$ cat src/inc/urxsf_map.svh
// Purpose: Register offsets, field positions and reset values of the receive status block.
// Assumes: AXI4-Lite slave with 32-bit data, one register per aligned word.
// Notes: Definitions only.
`ifndef URXSF_MAP_SVH
`define URXSF_MAP_SVH
`define URXSF_OFF_CTRL 4'h0
`define URXSF_OFF_STAT 4'h4
`define URXSF_OFF_DATA 4'h8
`define URXSF_OFF_IRQ 4'hC
`define URXSF_CTRL_PORT_EN 0
`define URXSF_CTRL_RX_ON 1
`define URXSF_CTRL_NINE_BIT 2
`define URXSF_CTRL_ADDR_DET 3
`define URXSF_STAT_RDY 0
`define URXSF_STAT_FRAME 1
`define URXSF_STAT_OVERRUN 2
`define URXSF_STAT_NINTH 3
`define URXSF_IRQ_RX_EN 0
`define URXSF_IRQ_PERIPH_EN 1
`define URXSF_IRQ_GLOBAL_EN 2
`define URXSF_CTRL_RST 4'h0
`define URXSF_IRQ_RST 3'h0
`define URXSF_FIFO_DEPTH 2
`endif

$ cat src/inc/urxsf_pkg.sv
// Purpose: Types shared by the receive status block.
// Assumes: Nothing beyond the map header.
// Notes: One FIFO entry carries data, ninth bit and framing error.
package urxsf_pkg;
	typedef struct packed {
		logic frame_err;
		logic ninth;
		logic [7:0] data;
	} urxsf_char_s;
	typedef enum logic [2:0] {
		URXSF_WIDLE = 3'h1,
		URXSF_WRESP = 3'h2,
		URXSF_WHOLD = 3'h4
	} urxsf_wst_e;
	typedef logic [1:0] urxsf_resp_t;
endpackage

$ cat src/urxsf_top.sv
// Purpose: Receive FIFO, status flags, address filter and register file of a serial receiver.
// Assumes: Characters arrive from the shifter as a one-cycle strobe with data, ninth bit and stop-bit status.
// Notes: Registers at 0x0 control, 0x4 status, 0x8 data (read pops), 0xC interrupt enables.
// Behaviour
// Ready flag set when enabled and FIFO non-empty.
// Ready flag is read-only, occupancy only.
// Interrupt needs all three enables set.
// Ready flag ignores interrupt enables.
// Each entry stores its framing error bit.
// Presented framing error is oldest entry's.
// Data register read pops FIFO.
// Software reads framing error before data.
// Framing error never stops reception.
// Port disable resets block, clears framing error.
// Receive disable keeps framing error unchanged.
// Framing error alone raises no interrupt.
// Third character into full FIFO sets overrun.
// Overrun blocks new characters, old stay readable.
// Overrun clears only via receive or port disable.
// Nine-bit mode shifts nine data bits.
// Ninth bit stored per entry, oldest presented.
// Software reads ninth bit before low byte.
// Address detect valid only in nine-bit mode.
// Address detect keeps only ninth-bit-set characters.
// Software clears address detect before next stop.
// Software sets address detect at message end.
// Characters delivered in received order.
`timescale 1ns/10ps
`include "urxsf_map.svh"
module urxsf_top
	import urxsf_pkg::*;
#(
	parameter int DEPTH = `URXSF_FIFO_DEPTH
) (
	input wire logic clock_i,
	input wire logic sys_rst_i,
	input wire logic rx_done_i,
	input wire logic [8:0] rx_shift_reg_i,
	input wire logic rx_stop_ok_i,
	output logic nine_bit_rx_enable_o,
	output logic rx_enable_o,
	output logic rx_irq_o,
	input wire logic [3:0] s_axi_awaddr_i,
	input wire logic s_axi_awvalid_i,
	output logic s_axi_awready_o,
	input wire logic [31:0] s_axi_wdata_i,
	input wire logic [3:0] s_axi_wstrb_i,
	input wire logic s_axi_wvalid_i,
	output logic s_axi_wready_o,
	output logic [1:0] s_axi_bresp_o,
	output logic s_axi_bvalid_o,
	input wire logic s_axi_bready_i,
	input wire logic [3:0] s_axi_araddr_i,
	input wire logic s_axi_arvalid_i,
	output logic s_axi_arready_o,
	output logic [31:0] s_axi_rdata_o,
	output logic [1:0] s_axi_rresp_o,
	output logic s_axi_rvalid_o,
	input wire logic s_axi_rready_i
);
	localparam urxsf_resp_t RESP_OKAY = 2'h0;
	localparam urxsf_resp_t RESP_SLVERR = 2'h2;

	logic [3:0] ctrl_q;
	logic [2:0] irq_en_q;
	urxsf_char_s fifo_q [DEPTH];
	logic [DEPTH-1:0] valid_q;
	logic overrun_error_flag_q;
	logic [3:0] aw_q;
	logic [31:0] w_q;
	logic aw_have_q;
	logic w_have_q;
	urxsf_wst_e wst_q;
	logic [31:0] rdata_q;
	logic rvalid_q;
	urxsf_resp_t rresp_q;
	logic [1:0] bresp_q;
	logic wstrb_lo_q;

	logic serial_port_enable;
	logic continuous_rx_enable;
	logic address_detect_enable;
	logic rx_ready_flag;
	logic accept;
	logic pop;
	logic do_write;
	urxsf_char_s head;
	urxsf_char_s in_char;

	assign serial_port_enable = ctrl_q[`URXSF_CTRL_PORT_EN];
	assign continuous_rx_enable = ctrl_q[`URXSF_CTRL_RX_ON];
	assign nine_bit_rx_enable_o = ctrl_q[`URXSF_CTRL_NINE_BIT];
	// Address filtering only applies while nine-bit reception is configured.
	assign address_detect_enable = ctrl_q[`URXSF_CTRL_ADDR_DET] & ctrl_q[`URXSF_CTRL_NINE_BIT];
	assign rx_enable_o = serial_port_enable & continuous_rx_enable;

	assign in_char.frame_err = ~rx_stop_ok_i;
	assign in_char.ninth = nine_bit_rx_enable_o ? rx_shift_reg_i[8] : 1'b0;
	assign in_char.data = rx_shift_reg_i[7:0];

	// Filtered characters are dropped before they can touch the FIFO or overrun.
	assign accept = rx_done_i & rx_enable_o & ~overrun_error_flag_q
		& (~address_detect_enable | in_char.ninth);
	assign head = fifo_q[0];
	assign rx_ready_flag = rx_enable_o & valid_q[0];
	assign rx_irq_o = rx_ready_flag & irq_en_q[`URXSF_IRQ_RX_EN]
		& irq_en_q[`URXSF_IRQ_PERIPH_EN] & irq_en_q[`URXSF_IRQ_GLOBAL_EN];

	assign pop = s_axi_arvalid_i & s_axi_arready_o & (s_axi_araddr_i[3:2] == 2'(`URXSF_OFF_DATA >> 2)) & valid_q[0];

	// Shift FIFO: entry 0 is always the oldest, so order is preserved.
	always_ff @(posedge clock_i or posedge sys_rst_i) begin
		if (sys_rst_i) begin
			valid_q <= '0;
			for (int i = 0; i < DEPTH; i++) begin
				fifo_q[i] <= '0;
			end
		end else if (!serial_port_enable) begin
			valid_q <= '0;
			for (int i = 0; i < DEPTH; i++) begin
				fifo_q[i] <= '0;
			end
		end else begin
			for (int i = 0; i < DEPTH; i++) begin
				if (pop) begin

					if (i + 1 < DEPTH && valid_q[(i + 1) % DEPTH]) begin
						fifo_q[i] <= fifo_q[(i + 1) % DEPTH];
						valid_q[i] <= 1'b1;
					end else if (accept && valid_q[i]) begin
						fifo_q[i] <= in_char;
						valid_q[i] <= 1'b1;
					end else begin
						valid_q[i] <= 1'b0;
					end
				end else if (accept && !valid_q[i] && (i == 0 || valid_q[(i + DEPTH - 1) % DEPTH])) begin
					fifo_q[i] <= in_char;
					valid_q[i] <= 1'b1;
				end
			end
		end
	end

	// Overrun: a completed character meeting a full FIFO.
	always_ff @(posedge clock_i or posedge sys_rst_i) begin
		if (sys_rst_i) begin
			overrun_error_flag_q <= 1'b0;
		end else if (!rx_enable_o) begin
			overrun_error_flag_q <= 1'b0;
		end else if (rx_done_i && (&valid_q) && !pop && (!address_detect_enable || in_char.ninth)) begin
			overrun_error_flag_q <= 1'b1;
		end
	end

	// Write channel: address and data taken in either order, response after both.
	assign s_axi_awready_o = (wst_q == URXSF_WIDLE) & ~aw_have_q;
	assign s_axi_wready_o = (wst_q == URXSF_WIDLE) & ~w_have_q;
	assign do_write = (wst_q == URXSF_WIDLE) & (aw_have_q | s_axi_awvalid_i) & (w_have_q | s_axi_wvalid_i);

	always_ff @(posedge clock_i or posedge sys_rst_i) begin
		if (sys_rst_i) begin
			aw_have_q <= 1'b0;
			w_have_q <= 1'b0;
			aw_q <= '0;
			w_q <= '0;
			wst_q <= URXSF_WIDLE;
			bresp_q <= RESP_OKAY;
		end else begin
			case (wst_q)
				URXSF_WIDLE: begin
					if (s_axi_awvalid_i && s_axi_awready_o) begin
						aw_q <= s_axi_awaddr_i;
						aw_have_q <= 1'b1;
					end
					if (s_axi_wvalid_i && s_axi_wready_o) begin
						w_q <= s_axi_wdata_i;
						w_have_q <= 1'b1;
					end
					if (do_write) begin
						wst_q <= URXSF_WRESP;
					end
				end
				URXSF_WRESP: begin
					aw_have_q <= 1'b0;
					w_have_q <= 1'b0;
					bresp_q <= (aw_q[3:2] == 2'(`URXSF_OFF_CTRL >> 2) || aw_q[3:2] == 2'(`URXSF_OFF_IRQ >> 2))
						? RESP_OKAY : RESP_SLVERR;
					wst_q <= URXSF_WHOLD;
				end
				URXSF_WHOLD: begin
					if (s_axi_bready_i) begin
						wst_q <= URXSF_WIDLE;
					end
				end
				default: wst_q <= URXSF_WIDLE;
			endcase
		end
	end
	assign s_axi_bvalid_o = (wst_q == URXSF_WHOLD);
	assign s_axi_bresp_o = bresp_q;

	// Register writes land in the response cycle, once address and data are both held.
	always_ff @(posedge clock_i or posedge sys_rst_i) begin
		if (sys_rst_i) begin
			ctrl_q <= `URXSF_CTRL_RST;
			irq_en_q <= `URXSF_IRQ_RST;
		end else if (wst_q == URXSF_WRESP && wstrb_lo_q) begin
			if (aw_q[3:2] == 2'(`URXSF_OFF_CTRL >> 2)) begin
				ctrl_q <= w_q[3:0];
			end
			if (aw_q[3:2] == 2'(`URXSF_OFF_IRQ >> 2)) begin
				irq_en_q <= w_q[2:0];
			end
		end
	end

	// Only the low byte lane carries register bits, so a write without it changes nothing.
	always_ff @(posedge clock_i or posedge sys_rst_i) begin
		if (sys_rst_i) begin
			wstrb_lo_q <= 1'b0;
		end else if (s_axi_wvalid_i && s_axi_wready_o) begin
			wstrb_lo_q <= s_axi_wstrb_i[0];
		end
	end

	// Read channel: one read at a time; status reflects the oldest entry.
	assign s_axi_arready_o = ~rvalid_q;
	always_ff @(posedge clock_i or posedge sys_rst_i) begin
		if (sys_rst_i) begin
			rvalid_q <= 1'b0;
			rdata_q <= '0;
			rresp_q <= RESP_OKAY;
		end else if (s_axi_arvalid_i && s_axi_arready_o) begin
			rvalid_q <= 1'b1;
			rresp_q <= RESP_OKAY;
			rdata_q <= '0;
			case (s_axi_araddr_i[3:2])
				2'h0: rdata_q <= {28'h0, ctrl_q};
				2'h1: rdata_q <= {28'h0, head.ninth & valid_q[0], overrun_error_flag_q,
					head.frame_err & valid_q[0], rx_ready_flag};
				2'h2: rdata_q <= {24'h0, head.data};
				2'h3: rdata_q <= {29'h0, irq_en_q};
				default: rresp_q <= RESP_SLVERR;
			endcase
		end else if (rvalid_q && s_axi_rready_i) begin
			rvalid_q <= 1'b0;
		end
	end
	assign s_axi_rvalid_o = rvalid_q;
	assign s_axi_rdata_o = rdata_q;
	assign s_axi_rresp_o = rresp_q;

	property p_irq_gate;
		@(posedge clock_i) disable iff (sys_rst_i)
		rx_irq_o |-> (rx_ready_flag && (&irq_en_q));
	endproperty
	a_irq_gate: assert property (p_irq_gate) else $error("irq without all enables");

	property p_rdy_occ;
		@(posedge clock_i) disable iff (sys_rst_i)
		accept |=> (rx_ready_flag || !rx_enable_o);
	endproperty
	a_rdy_occ: assert property (p_rdy_occ) else $error("ready flag not occupancy");

	property p_ovr_set;
		@(posedge clock_i) disable iff (sys_rst_i)
		(rx_enable_o && rx_done_i && (&valid_q) && !pop && !address_detect_enable
			&& ctrl_q == $past(ctrl_q)) |=> (overrun_error_flag_q || !rx_enable_o);
	endproperty
	a_ovr_set: assert property (p_ovr_set) else $error("overrun missed");

	property p_ovr_block;
		@(posedge clock_i) disable iff (sys_rst_i)
		overrun_error_flag_q |-> !accept;
	endproperty
	a_ovr_block: assert property (p_ovr_block) else $error("char accepted during overrun");

	property p_ovr_hold;
		@(posedge clock_i) disable iff (sys_rst_i)
		(overrun_error_flag_q && rx_enable_o) |=> (overrun_error_flag_q || !$past(rx_enable_o) || !rx_enable_o);
	endproperty
	a_ovr_hold: assert property (p_ovr_hold) else $error("overrun cleared early");

	property p_port_clr;
		@(posedge clock_i) disable iff (sys_rst_i)
		!serial_port_enable |=> !valid_q[0];
	endproperty
	a_port_clr: assert property (p_port_clr) else $error("fifo kept after port disable");

	property p_addr_filter;
		@(posedge clock_i) disable iff (sys_rst_i)
		(address_detect_enable && rx_done_i && !rx_shift_reg_i[8]) |-> !accept;
	endproperty
	a_addr_filter: assert property (p_addr_filter) else $error("data char passed filter");

	property p_pop_adv;
		@(posedge clock_i) disable iff (sys_rst_i)
		(pop && valid_q[1] && serial_port_enable) |=> (head == $past(fifo_q[1]));
	endproperty
	a_pop_adv: assert property (p_pop_adv) else $error("pop did not advance");

	property p_frame_pass;
		@(posedge clock_i) disable iff (sys_rst_i)
		(rx_done_i && !rx_stop_ok_i && rx_enable_o && !overrun_error_flag_q && !address_detect_enable)
			|-> accept;
	endproperty
	a_frame_pass: assert property (p_frame_pass) else $error("framing error blocked reception");

	property p_head_load;
		@(posedge clock_i) disable iff (sys_rst_i)
		(accept && !valid_q[0]) |=> (head == $past(in_char));
	endproperty
	a_head_load: assert property (p_head_load) else $error("first character or its framing bit lost");

	property p_ninth_keep;
		@(posedge clock_i) disable iff (sys_rst_i)
		(accept && nine_bit_rx_enable_o && !valid_q[0]) |=> (head.ninth == $past(rx_shift_reg_i[8]));
	endproperty
	a_ninth_keep: assert property (p_ninth_keep) else $error("ninth bit not stored");

	property p_occ_hold;
		@(posedge clock_i) disable iff (sys_rst_i)
		(!accept && !pop && serial_port_enable) |=> (valid_q == $past(valid_q));
	endproperty
	a_occ_hold: assert property (p_occ_hold) else $error("occupancy moved without character or pop");

	property p_ovr_clear;
		@(posedge clock_i) disable iff (sys_rst_i)
		!rx_enable_o |=> !overrun_error_flag_q;
	endproperty
	a_ovr_clear: assert property (p_ovr_clear) else $error("overrun kept after receive disable");

	property p_stat_ro;
		@(posedge clock_i) disable iff (sys_rst_i)
		(wst_q == URXSF_WRESP && aw_q[3:2] == 2'(`URXSF_OFF_STAT >> 2)) |=> (s_axi_bresp_o == RESP_SLVERR);
	endproperty
	a_stat_ro: assert property (p_stat_ro) else $error("status write not refused");

	c_ovr: cover property (@(posedge clock_i) disable iff (sys_rst_i) $rose(overrun_error_flag_q));
	c_irq: cover property (@(posedge clock_i) disable iff (sys_rst_i) $rose(rx_irq_o));
	c_frame: cover property (@(posedge clock_i) disable iff (sys_rst_i) accept && in_char.frame_err);
	c_addr_drop: cover property (@(posedge clock_i) disable iff (sys_rst_i)
		rx_done_i && address_detect_enable && !rx_shift_reg_i[8]);
	c_pop_shift: cover property (@(posedge clock_i) disable iff (sys_rst_i) pop && valid_q[1]);
endmodule

$ cat config.mk
export PLATFORM = sky130hd
export DESIGN_NAME = urxsf_top
export DESIGN_NICKNAME = d
export VERILOG_FILES = /design/src/inc/urxsf_pkg.sv /design/src/urxsf_top.sv
export VERILOG_INCLUDE_DIRS = /design/src /design/src/inc
export SDC_FILE = /design/constraint.sdc
export NUM_CORES = 1
export LEC_CHECK = 0
export BUFFER_PORTS_ARGS = -buffer_cell sky130_fd_sc_hd__clkbuf_2
export CORE_UTILIZATION = 45
export CTS_BUF_LIST = sky130_fd_sc_hd__clkbuf_2
export CTS_CLUSTER_SIZE = 20
export DETAILED_ROUTE_END_ITERATION = 16
export GPL_TIMING_DRIVEN = 0
export PLACE_DENSITY_LB_ADDON = 0.2
export SLEW_MARGIN = 40
export SYNTH_ARGS = -nofsm -noshare
export SYNTH_HDL_FRONTEND = slang
export SYNTH_SLANG_ARGS = --single-unit
$ cat constraint.sdc
create_clock -name clock_i -period 1.51 [get_ports clock_i]
set_input_delay 0.2265 -clock clock_i [delete_from_list [all_inputs] [get_ports clock_i]]
set_output_delay 0.2265 -clock clock_i [all_outputs]
set_load 0.01 [all_outputs]
After elaboration in Yosys (flattened, before gate mapping)
Cells that the tools add are included.
- order comparisons: 0
- add/sub/neg operators: 0
- div/mod/pow operators: 0
- mux-type cells: 30
- reductions and logical operators: 33
- multipliers: 0
- shifts and indexed selects: 0
- equality and inequality tests: 16
- bitwise logic cells: 27
- operators by type and width (kind ; number):
    32-bit case mux with 4 select lines ; 1
    10-bit 2-to-1 mux ; 7
    20-bit 2-to-1 mux ; 1
    2-bit AND reduction ; 10
    1-bit AND ; 18
    1-bit 2-to-1 mux ; 14
    1-bit logical AND ; 13
    3-bit case mux with 3 select lines ; 1
    2-bit by 1-bit inequality test with 1-bit output, second input constant ; 4
    2-bit equality test, second input constant ; 3
    3-bit 2-to-1 mux ; 2
    3-bit by 1-bit inequality test with 1-bit output, second input constant ; 2
    1-bit NOT ; 6
    1-bit logical NOT ; 4
    2-bit logical NOT ; 2
    2-bit 2-to-1 mux ; 2
    4-bit by 3-bit inequality test with 1-bit output, second input constant ; 1
    1-bit case mux with 2 select lines ; 2
    2-bit nonzero test ; 2
    3-bit by 1-bit equality test with 1-bit output, second input constant ; 1
    3-bit by 2-bit equality test with 1-bit output, second input constant ; 1
    3-bit equality test, second input constant ; 1
    3-bit by 2-bit inequality test with 1-bit output, second input constant ; 1
    1-bit bitwise OR ; 3
    3 further kinds ; 4
- latch bits: 0
- output and inout bits: 44
- bits in writable memories: 0
- word-level logic and storage cells: 126
- input port bits: 62
- ROM bits: 0
- memories kept: 0
- register bits: 79

Depth between registers and ports, before layout
Gate-level depths: netlist of the first run.
- word-level depth: 9
- gate-level depth with buffers: 7
- mapped depth without buffers: 4

Worst setup path after synthesis of the first run
No wires, ideal clock.
- path type: register to register
- start point: register wst_q[0]
- end point: register w_q[0]
- cell stages (with the launch flop): 5
- library setup time: 0.125 ns
- data required time: 1.385 ns
- slack: -0.124 ns
- clock period less this slack: 1.634 ns
- path buffers: 0
- arrival: 1.509 ns
- cells stage by stage: dfstp_2 > or3b_4 > nor2_4 > nand2_4 > mux2_4
- cells in the longest elaborated chain, start to end: 4
- RTL lines (element ; line ; text):
    start, declared ; urxsf_top.sv:73 ; urxsf_wst_e wst_q;
    start signal, assigned ; urxsf_top.sv:166 ; wst_q <= URXSF_WIDLE;
    start signal, assigned ; urxsf_top.sv:180 ; wst_q <= URXSF_WRESP;
    start signal, assigned ; urxsf_top.sv:188 ; wst_q <= URXSF_WHOLD;
    3-bit by 1-bit equality test with 1-bit output ; urxsf_top.sv:157 ; assign s_axi_wready_o = (wst_q == URXSF_WIDLE) & ~w_have_q;
    1-bit AND ; urxsf_top.sv:157 ;
    net s_axi_wready_o ; urxsf_top.sv:49 ; output logic s_axi_wready_o,
    1-bit logical AND ; urxsf_top.sv:175 ; if (s_axi_wvalid_i && s_axi_wready_o) begin
    2-bit AND reduction (no source line) ; - ;
    end signal, assigned ; urxsf_top.sv:176 ; w_q <= s_axi_wdata_i;
    end, declared ; urxsf_top.sv:70 ; logic [31:0] w_q;
The timed path passes the listed nets, and every way through them passes these cells.
A chain may end at the register's enable or synchronous reset.

Final worst setup path of the first run
- start point: register wst_q[0]
- end point: output port s_axi_wready_o
- cells in the longest elaborated chain, start to end: 2
- RTL lines (element ; line):
    3-bit by 1-bit equality test with 1-bit output ; urxsf_top.sv:157
    1-bit AND ; urxsf_top.sv:157
    end, declared ; urxsf_top.sv:49
Every way passes these cells.

==> results of run 1 <==
per-layer routing:
| layer | vias up | routed length, µm | global-route usage (%) | share of wire (%) |
|---|---|---|---|---|
| li1 | 989 | - | - | - |
| met5 | - | 0 | 0 | 0 |
| met3 | 5 | 186 | 3.22 | 3.4 |
| met2 | 44 | 2780 | 29.7 | 51 |
| met4 | 0 | 35 | 4.36 | 0.65 |
| met1 | 914 | 2410 | 23.0 | 45 |
cell families (layout without fill, tap and decap cells):
group / after synthesis / in the layout / share of synthesized area (%)
other: 1 / 27 / 0.140
AO/OA/AOI/OAI: 38 / 38 / 10.5
adder cells (fa/ha/maj): 2 / 2 / 0.933
AND/OR/NAND/NOR: 56 / 57 / 11.8
buffers and inverters: 49 / 130 / 11.6
XOR/XNOR: 1 / 1 / 0.327
multiplexers: 38 / 38 / 16.1
flip-flops: 52 / 52 / 48.6
cell usage in the layout, fill, tap and decap left out, drive strengths merged, types with 3 or more instances in the layout:
cell type    instances
a22o                 7
buf                 53
mux2i               20
dlygate4sd3         18
dfrtp               51
a21oi                4
o21ai                6
nor2                15
nor3b                3
nand3                4
inv                 14
nand2               24
mux2                17
a21boi               3
clkbuf              43
conb                27
o2bb2ai             10
worst max-delay path by stage:
stage                          from                            to  slack (ns)  cells after the start
2_1_floorplan  wst_q[0]$_DFFE_PP1P_            w_q[0]$_DFFE_PP0P_       -0.12                      4
3_3_place_gp              sys_rst_i  s_axi_rdata_o[0]$_DFFE_PP0N_       -0.65                      2
3_5_place_dp   wst_q[0]$_DFFE_PP1P_        wstrb_lo_q$_DFFE_PP0P_       -0.15                      4
4_1_cts        wst_q[0]$_DFFE_PP1P_                s_axi_wready_o       -0.44                      3
5_1_grt        wst_q[0]$_DFFE_PP1P_                s_axi_wready_o       -0.46                      3
6_report       wst_q[0]$_DFFE_PP1P_                s_axi_wready_o       -0.37                      3
repair_timing:
action                                 in CTS  in global routing
endpoints found under the hold margin      69                  0
pin swaps                                   5                  7
buffers inserted                            9                  4
resized for setup                          16                 28
hold buffers                               18                  0
setup endpoints to repair                  32                 40
cloned                                      0                  2
power by group:
part,switching [W],internal [W]
Clock,0.000429,0.000116
Sequential,0.000244,0.00166
Combinational,0.000601,0.000769
area by class of cell:
class / instances / share of cell area, %
inverter: 14 / 1.54
sequential: 52 / 36.5
clock inverter: 2 / 0.315
clock buffer: 6 / 0.841
timing repair buffer: 74 / 15.4
multi-input combinational: 163 / 35.1
buffer: 34 / 7.81
tap: 72 / 2.52
through the flow:
step	util (%)	worst slack, ns	instance area [µm²]	power, W
final	63.3	-0.372	3570	0.00381
after global routing	63.3	-0.462	3570	0.00406
after CTS	61.3	-0.441	3460	0.00372
after detailed placement	55.0	-0.151	3100	0.00295
after global placement	54.6	-0.654	3080	0.00291
after floorplan	-	-0.124	2780	0.00265
flip-flops by register name, indices dropped and copies added, names as in the netlist:
register / flops
aw_have_q: 1
aw_q: 2
ctrl_q: 4
fifo_q: 20
irq_en_q: 3
overrun_error_flag_q: 1
s_axi_bresp_o: 1
s_axi_rdata_o: 8
s_axi_rvalid_o: 1
valid_q: 2
w_have_q: 1
w_q: 4
wst_q: 3
wstrb_lo_q: 1
critical path: stages, from the launching register on:
cell,delay [ns]
sky130_fd_sc_hd__dfstp_2,0.58
sky130_fd_sc_hd__or3b_4,0.41
sky130_fd_sc_hd__nor2_4,0.14
sky130_fd_sc_hd__buf_6,0.11
==> flow_metrics.tcl, run 1 <==
set metrics [dict create \
    outcome "complete, but fails checks" \
    failed_checks "setup timing" \
    fillers 480 \
    first_global_vias 1745 \
    synth.ff_latch_count 52 \
    gpl.final_weighted_congestion 0.804 \
    timing.final.crit_share_pct 125 \
    worstHoldPathType "in -> reg" \
    ys_warn_count 0 \
    synth_edf_count 0 \
    place.port_buffers 41 \
    synth.distinct_cells 45 \
    max_freq_ghz 0.531 \
    ctsRootBufferMaster "sky130_fd_sc_hd__clkbuf_2" \
    worst-endpoint-arrival_ns 1.66 \
    synth_area_leader_cell "sky130_fd_sc_hd__dfrtp_1" \
    number_of_antenna_violations_at_the_first_check_in_global_routing 0 \
    design.core.area_um2 5640 \
    hold-path-endpoint "wst_q[2]$_DFFE_PP0P_" \
    avg_inst_size_synth_um2 11.3 \
    max_cap_viol_count 0 \
    synth_flop_cell "sky130_fd_sc_hd__dfrtp_1" \
    synthCells 237 \
    netlist_top_cells_count "51 x sky130_fd_sc_hd__dfrtp_1, 29 x sky130_fd_sc_hd__buf_4, 23 x sky130_fd_sc_hd__nand2_1, 20 x sky130_fd_sc_hd__mux2i_1, 14 x sky130_fd_sc_hd__inv_1" \
    synthArstFlopShare_pct 100 \
    design.final.nets 408 \
    tritoncts.num_buffers 5 \
    die_height_um 79.2 \
    num_antenna_cells 0 \
    worst-endpoint-required_ns 1.28 \
    hp-start "s_axi_bready_i" \
    power_leakage_nw 1.87 \
    drt-total-wl_mm 5.41 \
    rrSetupSlack_ns -0.21 \
    timing_hold_violations_final 0 \
    critical_path.reg2reg.endpoint "w_q[0]$_DFFE_PP0P_" \
    wire_length_of_the_first_global_routing_pass_mm 8.40 \
    cts_tree "yes" \
    setup.worst_path.end_class "output pin" \
    cts.clk_slew.worst_paths_ns 0.25 \
    detail_route.first_pass.iterations 4 \
    worstReg2RegStart "wst_q[0]$_DFFE_PP1P_" \
    design.portCount 106 \
    post_synth_top_area_share_pct 47.6 \
    netlist_area_um2 2680 \
    final-instance-count-excl-fill 417 \
    yosysMostFrequentCell "sky130_fd_sc_hd__dfrtp_1" \
    worstSetupPathType "reg -> out" \
    synth.top_cells.by_area "sky130_fd_sc_hd__dfrtp_1 48%, sky130_fd_sc_hd__buf_4 8.1%, sky130_fd_sc_hd__mux2i_1 7.5%" \
    route.detailed.drc 0 \
    detailroute.via_count 1952 \
    rr_worst_depth 5 \
    cell_row_count 27 \
    die_area_um2 6270 \
    floorplan.initialDensity_pct 47.5 \
    sequential_cell_area_um2 1310 \
    groute.usage.overall_pct 17.5 \
    finalSetupViolations 21 \
    maxSlewViolCount 0 \
    hold_path_depth 3 \
    grt_overflow 0 \
    route.detailed.vias_per_inst 4.68 \
    worst_setup_path_start_kind "flop" \
    period_minus_slack_ns 1.88 \
    detailedRoute.firstIterationViolations 74 \
    timing.clock.skew_ns 0.0207 \
    grt_max_degree 35 \
    h_tree_lvls 2 \
    cts_max_path_buffers 2 \
    ys_seq_area_share_pct 48.6 \
    syn_to_final_growth_pct 33.2 \
    chipWidth_um 79.2 \
    crit_fanout 3 \
    setup_tns_ns -2.10 \
    tritoncts_num_sinks 52 \
    ant_nets 0 \
    post_route_cells_drive_above_1_share_pct 40.0 \
    rsz_0062_raised_after_global_routing "yes" \
    setup_ws_ns -0.372 \
    power_density_nw_per_um2 1070 \
    worstSkewPairLatency_ns 0.42 \
    detail_route.wl_per_cell_um 13.0 \
    power.ir.vdd_worst_mv 0.789 \
    placed_cells_incl_taps 377 \
    dp_hpwl_mm 3.67 \
    area_of_combinational_cells_with_multiple_inputs_um2 1250 \
    hold_ws_ns 0.0433 \
]
Power figures use the tool's default switching activity.
==> inputs of run 2 (changes only) <==
--- a/config.mk
+++ b/config.mk
@@ -13,6 +13,7 @@
 export DETAILED_ROUTE_END_ITERATION = 16
 export GPL_TIMING_DRIVEN = 0
 export PLACE_DENSITY_LB_ADDON = 0.2
+export SKIP_LAST_GASP = 1
 export SLEW_MARGIN = 40
 export SYNTH_ARGS = -nofsm -noshare
 export SYNTH_HDL_FRONTEND = slang
==> run 2 against run 1 <==
Net effect: design area hardly changed; register-to-register slack hardly changed; die area stayed put; critical path type unchanged; combinational power hardly changed; the flow still finishes with violations (setup timing); first-iteration DRC count is 4.1% higher; count of clock-buffer cells in the layout stayed put; worst setup slack better by 0.0013 ns.
==> flow_metrics.tcl, run 2 (same netlist as run 1, synthesis figures left out) <==
set metrics [dict create \
    post_route_cells_drive_above_1_share_pct 40.3 \
    mostFrequentLayoutCells "49 x sky130_fd_sc_hd__dfrtp_1, 42 x sky130_fd_sc_hd__clkbuf_2, 39 x sky130_fd_sc_hd__buf_4, 27 x sky130_fd_sc_hd__conb_1, 20 x sky130_fd_sc_hd__mux2i_1" \
    critical_path.reg2reg.endpoint "w_q[0]$_DFFE_PP0P_" \
    setup.worst_path.end_class "output pin" \
    worst-endpoint-arrival_ns 1.65 \
    number_of_antenna_violations_at_the_first_check_in_global_routing 0 \
    rr_worst_depth 5 \
    maxSlewViolCount 0 \
    wire_length_of_the_first_global_routing_pass_mm 8.39 \
    h_tree_lvls 2 \
    design.portCount 106 \
    num_antenna_cells 0 \
    failed_checks "setup timing" \
    hold_path_depth 3 \
    worst_setup_path_start_kind "flop" \
    cts_tree "yes" \
    max_cap_viol_count 0 \
    most_common_cell_after_layout_fill_and_taps_aside "sky130_fd_sc_hd__dfrtp_1" \
    worst_case_setup_slack_after_placement_ns -0.151 \
    syn_to_final_growth_pct 33.1 \
    finalSetupViolations 20 \
    tritoncts_num_sinks 52 \
    design.final.nets 408 \
    detail_route.wl_per_cell_um 13.0 \
    route.detailed.vias_per_inst 4.70 \
    fin_total_pwr_w 0.00381 \
    route.detailed.drc 0 \
    grt_max_degree 35 \
    detailroute.via_count 1959 \
    placed_area_um2 3100 \
    detail_route.first_pass.iterations 4 \
    setup_ws_ns -0.370 \
    crit_end "s_axi_wready_o" \
    timing.clock.skew_ns 0.0177 \
    crit_fanout 3 \
    detailedRoute.firstIterationViolations 77 \
    die_height_um 79.2 \
    power_leakage_nw 1.87 \
    ant_nets 0 \
    cts.clk_slew.worst_paths_ns 0.25 \
    place.port_buffers 41 \
    max_freq_ghz 0.532 \
    timing_hold_violations_final 0 \
    floorplan.initialDensity_pct 47.5 \
    worstSkewPairLatency_ns 0.42 \
    die_area_um2 6270 \
    timing.final.crit_share_pct 125 \
    power_density_nw_per_um2 1070 \
    cell_row_count 27 \
    power.ir.vdd_worst_mv 0.789 \
    rsz_0062_raised_after_global_routing "yes" \
    chipWidth_um 79.2 \
    ctsRootBufferMaster "sky130_fd_sc_hd__clkbuf_2" \
    design.core.area_um2 5640 \
    gpl.final_weighted_congestion 0.804 \
    rrSetupSlack_ns -0.20 \
    startpoint "wst_q[0]$_DFFE_PP1P_" \
    cts_max_path_buffers 2 \
    outcome "complete, but fails checks" \
    worstReg2RegStart "wst_q[0]$_DFFE_PP1P_" \
    first_global_vias 1746 \
    worstSetupPathType "reg -> out" \
    worstHoldPathType "in -> reg" \
    final_area_um2 3570 \
    tritoncts.num_buffers 5 \
    drt-total-wl_mm 5.44 \
    largest_register_ff_count 20 \
    dp_hpwl_mm 3.67 \
    grt_overflow 0 \
    groute.usage.overall_pct 17.5 \
    worst-endpoint-required_ns 1.28 \
    period_minus_slack_ns 1.88 \
    top_register "fifo_q" \
]
## run 2: cell count changes in the layout (fill, tap and decap cells not counted)
cell,change
sky130_fd_sc_hd__nand2_1,-1
sky130_fd_sc_hd__buf_12,-1
sky130_fd_sc_hd__buf_8,+1
sky130_fd_sc_hd__nand2_2,+1
## run 2: what timing repair did
item	in CTS	in global routing
endpoints found under the setup margin	32	40
pin swaps	5	7
gates cloned	0	2
hold buffers	18	0
resized for setup	12	33
endpoints found under the hold margin	69	0
buffers inserted	9	4
## run 2: through the flow
stage / setup TNS [ns] / hold slack, ns / utilization, % / cells
6_report: -2.07 / 0.0446 / 63.3 / 417
3_3_place_gp: -35.02 / 0.412 / 54.6 / 376
2_1_floorplan: -0.744 / 0.316 / - / 263
5_1_grt: -3.50 / 0.00791 / 63.3 / 417
4_1_cts: -1.68 / 0.00768 / 61.1 / 412
3_5_place_dp: -2.03 / 0.177 / 55.0 / 377
## run 2: layout make-up
type | count | area, µm²
fillers | 479 | 2070
well taps | 72 | 90.1
clock inverters | 2 | 11.3
multi-input cells | 163 | 1250
flip-flops and latches | 52 | 1310
inverters | 14 | 55.1
plain buffers | 34 | 274
repair buffers | 74 | 549
clock buffers | 6 | 30.0
## run 2: worst max-delay path, stage by stage, from the launching register on
cell                      delay, ns
sky130_fd_sc_hd__dfstp_2       0.58
sky130_fd_sc_hd__or3b_4        0.41
sky130_fd_sc_hd__nor2_4        0.14
sky130_fd_sc_hd__buf_6         0.11
## run 2: per-layer routing
layer  GRT usage (%)  vias to the layer above  share of wire, %  routed length [µm]
met5               0                        -                 0                   0
met4            4.36                        0              0.64                  35
met3            3.22                        5               3.5                 193
met2            29.7                       41                51                2780
met1            23.0                      923                45                2430
li1                -                      990                 -                   -
## run 2: power breakdown
group	internal [W]	switching [W]	total [W]
logic	0.000758	0.000602	0.00136
registers	0.00166	0.000242	0.00190
clock network	0.000116	0.000434	0.000549
## run 2: worst min-delay path by stage
| stage | startpoint | end | slack (ns) |
|---|---|---|---|
| 6_report | s_axi_bready_i | wst_q[2]$_DFFE_PP0P_ | 0.04 |
| 2_1_floorplan | rx_stop_ok_i | fifo_q[9]$_DFFE_PP0P_ | 0.32 |
| 3_3_place_gp | s_axi_rready_i | s_axi_rvalid_o$_DFFE_PP0P_ | 0.41 |
| 5_1_grt | s_axi_bready_i | wst_q[2]$_DFFE_PP0P_ | 0.008 |
| 3_5_place_dp | sys_rst_i | wst_q[1]$_DFFE_PP0P_ | 0.18 |
| 4_1_cts | s_axi_bready_i | wst_q[2]$_DFFE_PP0P_ | 0.008 |
==> inputs of run 3 (changes only) <==
--- a/config.mk
+++ b/config.mk
@@ -6,11 +6,13 @@
 export SDC_FILE = /design/constraint.sdc
 export NUM_CORES = 1
 export LEC_CHECK = 0
-export BUFFER_PORTS_ARGS = -buffer_cell sky130_fd_sc_hd__clkbuf_2
-export CORE_UTILIZATION = 45
+export ABC_AREA = 1
+export CORE_UTILIZATION = 48
 export CTS_BUF_LIST = sky130_fd_sc_hd__clkbuf_2
 export CTS_CLUSTER_SIZE = 20
 export DETAILED_ROUTE_END_ITERATION = 16
+export DONT_BUFFER_PORTS = 1
+export GPL_ROUTABILITY_DRIVEN = 0
 export GPL_TIMING_DRIVEN = 0
 export PLACE_DENSITY_LB_ADDON = 0.2
 export SKIP_LAST_GASP = 1
==> run 3 against run 2 <==
Net effect: the run still ends with setup timing left; cell count increased by 21%; clock power rose by 29%; sequential power increased by 7%; fmax up 21%; critical endpoint unchanged; design area is 4.8% higher; largest cell class is now multi-input gates; area after synthesis grew 6.8%.
==> flow_metrics.tcl, run 3 <==
set metrics [dict create \
    maxSlewViolCount 0 \
    power_density_nw_per_um2 1110 \
    post_synth_top_area_share_pct 44.5 \
    worst-endpoint-arrival_ns 1.33 \
    max_freq_ghz 0.641 \
    outcome "complete, but fails checks" \
    cts_tree "yes" \
    timing_hold_violations_final 0 \
    yosysMostFrequentCell "sky130_fd_sc_hd__nand2_1" \
    avg_inst_size_synth_um2 8.03 \
    ctsRootBufferMaster "sky130_fd_sc_hd__clkbuf_2" \
    synth_edf_count 0 \
    place.port_buffers 0 \
    most_utilized_layer_in_the_global_route_result "met2" \
    cts.clk_slew.worst_paths_ns 0.24 \
    cell_row_count 27 \
    syn_to_final_growth_pct 30.6 \
    netlist_top_cells_count "116 x sky130_fd_sc_hd__nand2_1, 51 x sky130_fd_sc_hd__dfrtp_1, 28 x sky130_fd_sc_hd__buf_4, 28 x sky130_fd_sc_hd__nand3_1, 22 x sky130_fd_sc_hd__nor2_1" \
    design.core.area_um2 5640 \
    synth.top_cells.by_area "sky130_fd_sc_hd__dfrtp_1 45%, sky130_fd_sc_hd__nand2_1 15%, sky130_fd_sc_hd__buf_4 7.3%" \
    placed_cells_incl_taps 456 \
    detail_route.wl_per_cell_um 13.3 \
    design.portCount 106 \
    tritoncts_num_sinks 52 \
    floorplan.initialDensity_pct 50.8 \
    drt-total-wl_mm 6.69 \
    final-instance-count-excl-fill 503 \
    most_common_cell_after_layout_fill_and_taps_aside "sky130_fd_sc_hd__nand2_1" \
    grt_util_met2_pct 35.9 \
    synth_area_leader_cell "sky130_fd_sc_hd__dfrtp_1" \
    power_leakage_nw 1.91 \
    netlist_area_um2 2870 \
    ys_warn_count 0 \
    route.detailed.vias_per_inst 5.00 \
    power.ir.vdd_worst_mv 0.845 \
    num_antenna_cells 0 \
    dp_hpwl_mm 4.26 \
    failed_checks "setup timing" \
    grt_util_met1_pct 28.7 \
    final_area_um2 3740 \
    worstSetupPathType "reg -> out" \
    max_cap_viol_count 0 \
    placed_area_um2 3080 \
    tritoncts.num_buffers 5 \
    worstHoldPathType "in -> reg" \
    worst_setup_path_start_kind "flop" \
    worstSkewPairLatency_ns 0.43 \
    largest_register_ff_count 20 \
    synthArstFlopShare_pct 100 \
    die_area_um2 6280 \
    route.detailed.drc 0 \
    grt_overflow 0 \
    post_route_cells_drive_above_1_share_pct 26.0 \
    mostFrequentLayoutCells "104 x sky130_fd_sc_hd__nand2_1, 47 x sky130_fd_sc_hd__dfrtp_1, 34 x sky130_fd_sc_hd__buf_4, 27 x sky130_fd_sc_hd__conb_1, 27 x sky130_fd_sc_hd__dlygate4sd3_1" \
    fillers 469 \
    rsz_0062_raised_after_global_routing "yes" \
    grt_max_degree 44 \
    finalSetupViolations 6 \
    detail_route.first_pass.iterations 4 \
    synth.ff_latch_count 52 \
    chipWidth_um 79.3 \
    grt_use_met3_pct 4.02 \
    ys_seq_area_share_pct 45.5 \
    cts_max_path_buffers 2 \
    setup_ws_ns -0.0500 \
    synth_flop_cell "sky130_fd_sc_hd__dfrtp_1" \
    number_of_antenna_violations_at_the_first_check_in_global_routing 0 \
    top_register "fifo_q" \
    timing.final.crit_share_pct 103 \
    detailedRoute.firstIterationViolations 150 \
    timing.clock.skew_ns 0.00662 \
    wire_length_of_the_first_global_routing_pass_mm 10.7 \
    fin_util_pct 66.3 \
    detailroute.via_count 2515 \
    design.final.nets 494 \
    synthCells 357 \
    groute.usage.overall_pct 21.9 \
    crit_fanout 3 \
    h_tree_lvls 2 \
    setup.worst_path.end_class "output pin" \
    hold_ws_ns 0.0235 \
    period_minus_slack_ns 1.56 \
    die_height_um 79.3 \
    ant_nets 0 \
    worst-endpoint-required_ns 1.28 \
    synth.distinct_cells 33 \
    first_global_vias 2305 \
]
## run 3: changes by cell type in the layout (fill, tap and decap cells not counted), moves of 7 or more
cell,delta
sky130_fd_sc_hd__nand2_1,+85
sky130_fd_sc_hd__clkbuf_2,-37
sky130_fd_sc_hd__nand3_1,+21
sky130_fd_sc_hd__mux2i_1,-20
sky130_fd_sc_hd__a21oi_1,+11
sky130_fd_sc_hd__mux2_2,-10
sky130_fd_sc_hd__o2bb2ai_1,-10
sky130_fd_sc_hd__dlygate4sd3_1,+9
sky130_fd_sc_hd__o21ai_0,+9
sky130_fd_sc_hd__o21ai_2,+9
sky130_fd_sc_hd__nor2_1,+8
sky130_fd_sc_hd__nand2_2,+7
sky130_fd_sc_hd__nand2_4,+7
sky130_fd_sc_hd__nand3b_1,+7
## run 3: power breakdown
part	switching (W)	internal [W]
sequential	0.000296	0.00173
combinational	0.000837	0.000594
clock	0.000436	0.000269
## run 3: worst paths after layout
| check | startpoint | endpoint | slack (ns) | depth (start not counted) |
|---|---|---|---|---|
| worst max-delay path | wst_q[0]$_DFFE_PP1P_ | s_axi_wready_o | -0.05 | 2 |
| worst min-delay path | s_axi_araddr_i[3] | s_axi_rdata_o[1]$_DFFE_PP0N_ | 0.02 | 3 |
| worst max register to register | s_axi_rvalid_o$_DFFE_PP0P_ | fifo_q[3]$_DFFE_PP0P_ | -0.01 | 7 |
| worst min register to register | fifo_q[9]$_DFFE_PP0P_ | fifo_q[9]$_DFFE_PP0P_ | 0.50 | 2 |
| max in group asynchronous | sys_rst_i | s_axi_rvalid_o$_DFFE_PP0P_ | 0.94 | 3 |
| min in group asynchronous | sys_rst_i | w_q[3]$_DFFE_PP0P_ | 0.11 | 2 |
## run 3: area by class of cell
class	count	area (µm²)	share of cell area, %
Buffer	38	299	7.99
Clock buffer	5	25.0	0.669
Clock inverter	3	37.5	1.00
Inverter	23	95.1	2.54
Multi-Input combinational cell	271	1490	39.7
Sequential cell	52	1310	34.9
Tap cell	72	90.1	2.41
Timing Repair Buffer	39	402	10.7
## run 3: critical path, cell delays in order (launching register included)
cell and delay, ns:
sky130_fd_sc_hd__dfstp_2 0.63, sky130_fd_sc_hd__nand3_4 0.12, sky130_fd_sc_hd__nor2_4 0.15
## run 3: per-layer routing
layer | vias to the layer above | part of all wire [%]
met3 | 16 | 6.1
met1 | 1158 | 43
li1 | 1254 | -
met4 | 0 | 2.2
met2 | 87 | 49
met5 | - | 0
## run 3: timing repair
action	CTS	global route
hold endpoints to repair	87	2
endpoints found under the setup margin	28	33
resized for setup	18	48
buffers inserted	1	6
gates cloned	0	5
pin swaps	2	13
hold buffers	26	1
## run 3: through the flow
stage | setup WS (ns) | TNS, ns | total power [W]
6_report | -0.0500 | -0.119 | 0.00416
5_1_grt | -0.119 | -1.94 | 0.00445
4_1_cts | -0.0611 | -0.190 | 0.00397
3_5_place_dp | -0.163 | -1.86 | 0.00310
3_3_place_gp | -0.557 | -30.08 | 0.00306
2_1_floorplan | 0.0273 | 0 | 0.00284
## run 3: cell families (layout without fill, tap and decap cells)
| kind of cell | after synthesis | after routing | synth area share (%) |
|---|---|---|---|
| adder cells (fa/ha/maj) | 2 | 2 | 0.873 |
| flip-flops | 52 | 52 | 45.5 |
| AND/OR/NAND/NOR | 190 | 191 | 29.3 |
| other | 1 | 27 | 0.131 |
| AO/OA/AOI/OAI | 50 | 50 | 11.3 |
| buffers and inverters | 61 | 108 | 12.6 |
| multiplexers | 1 | 1 | 0.393 |
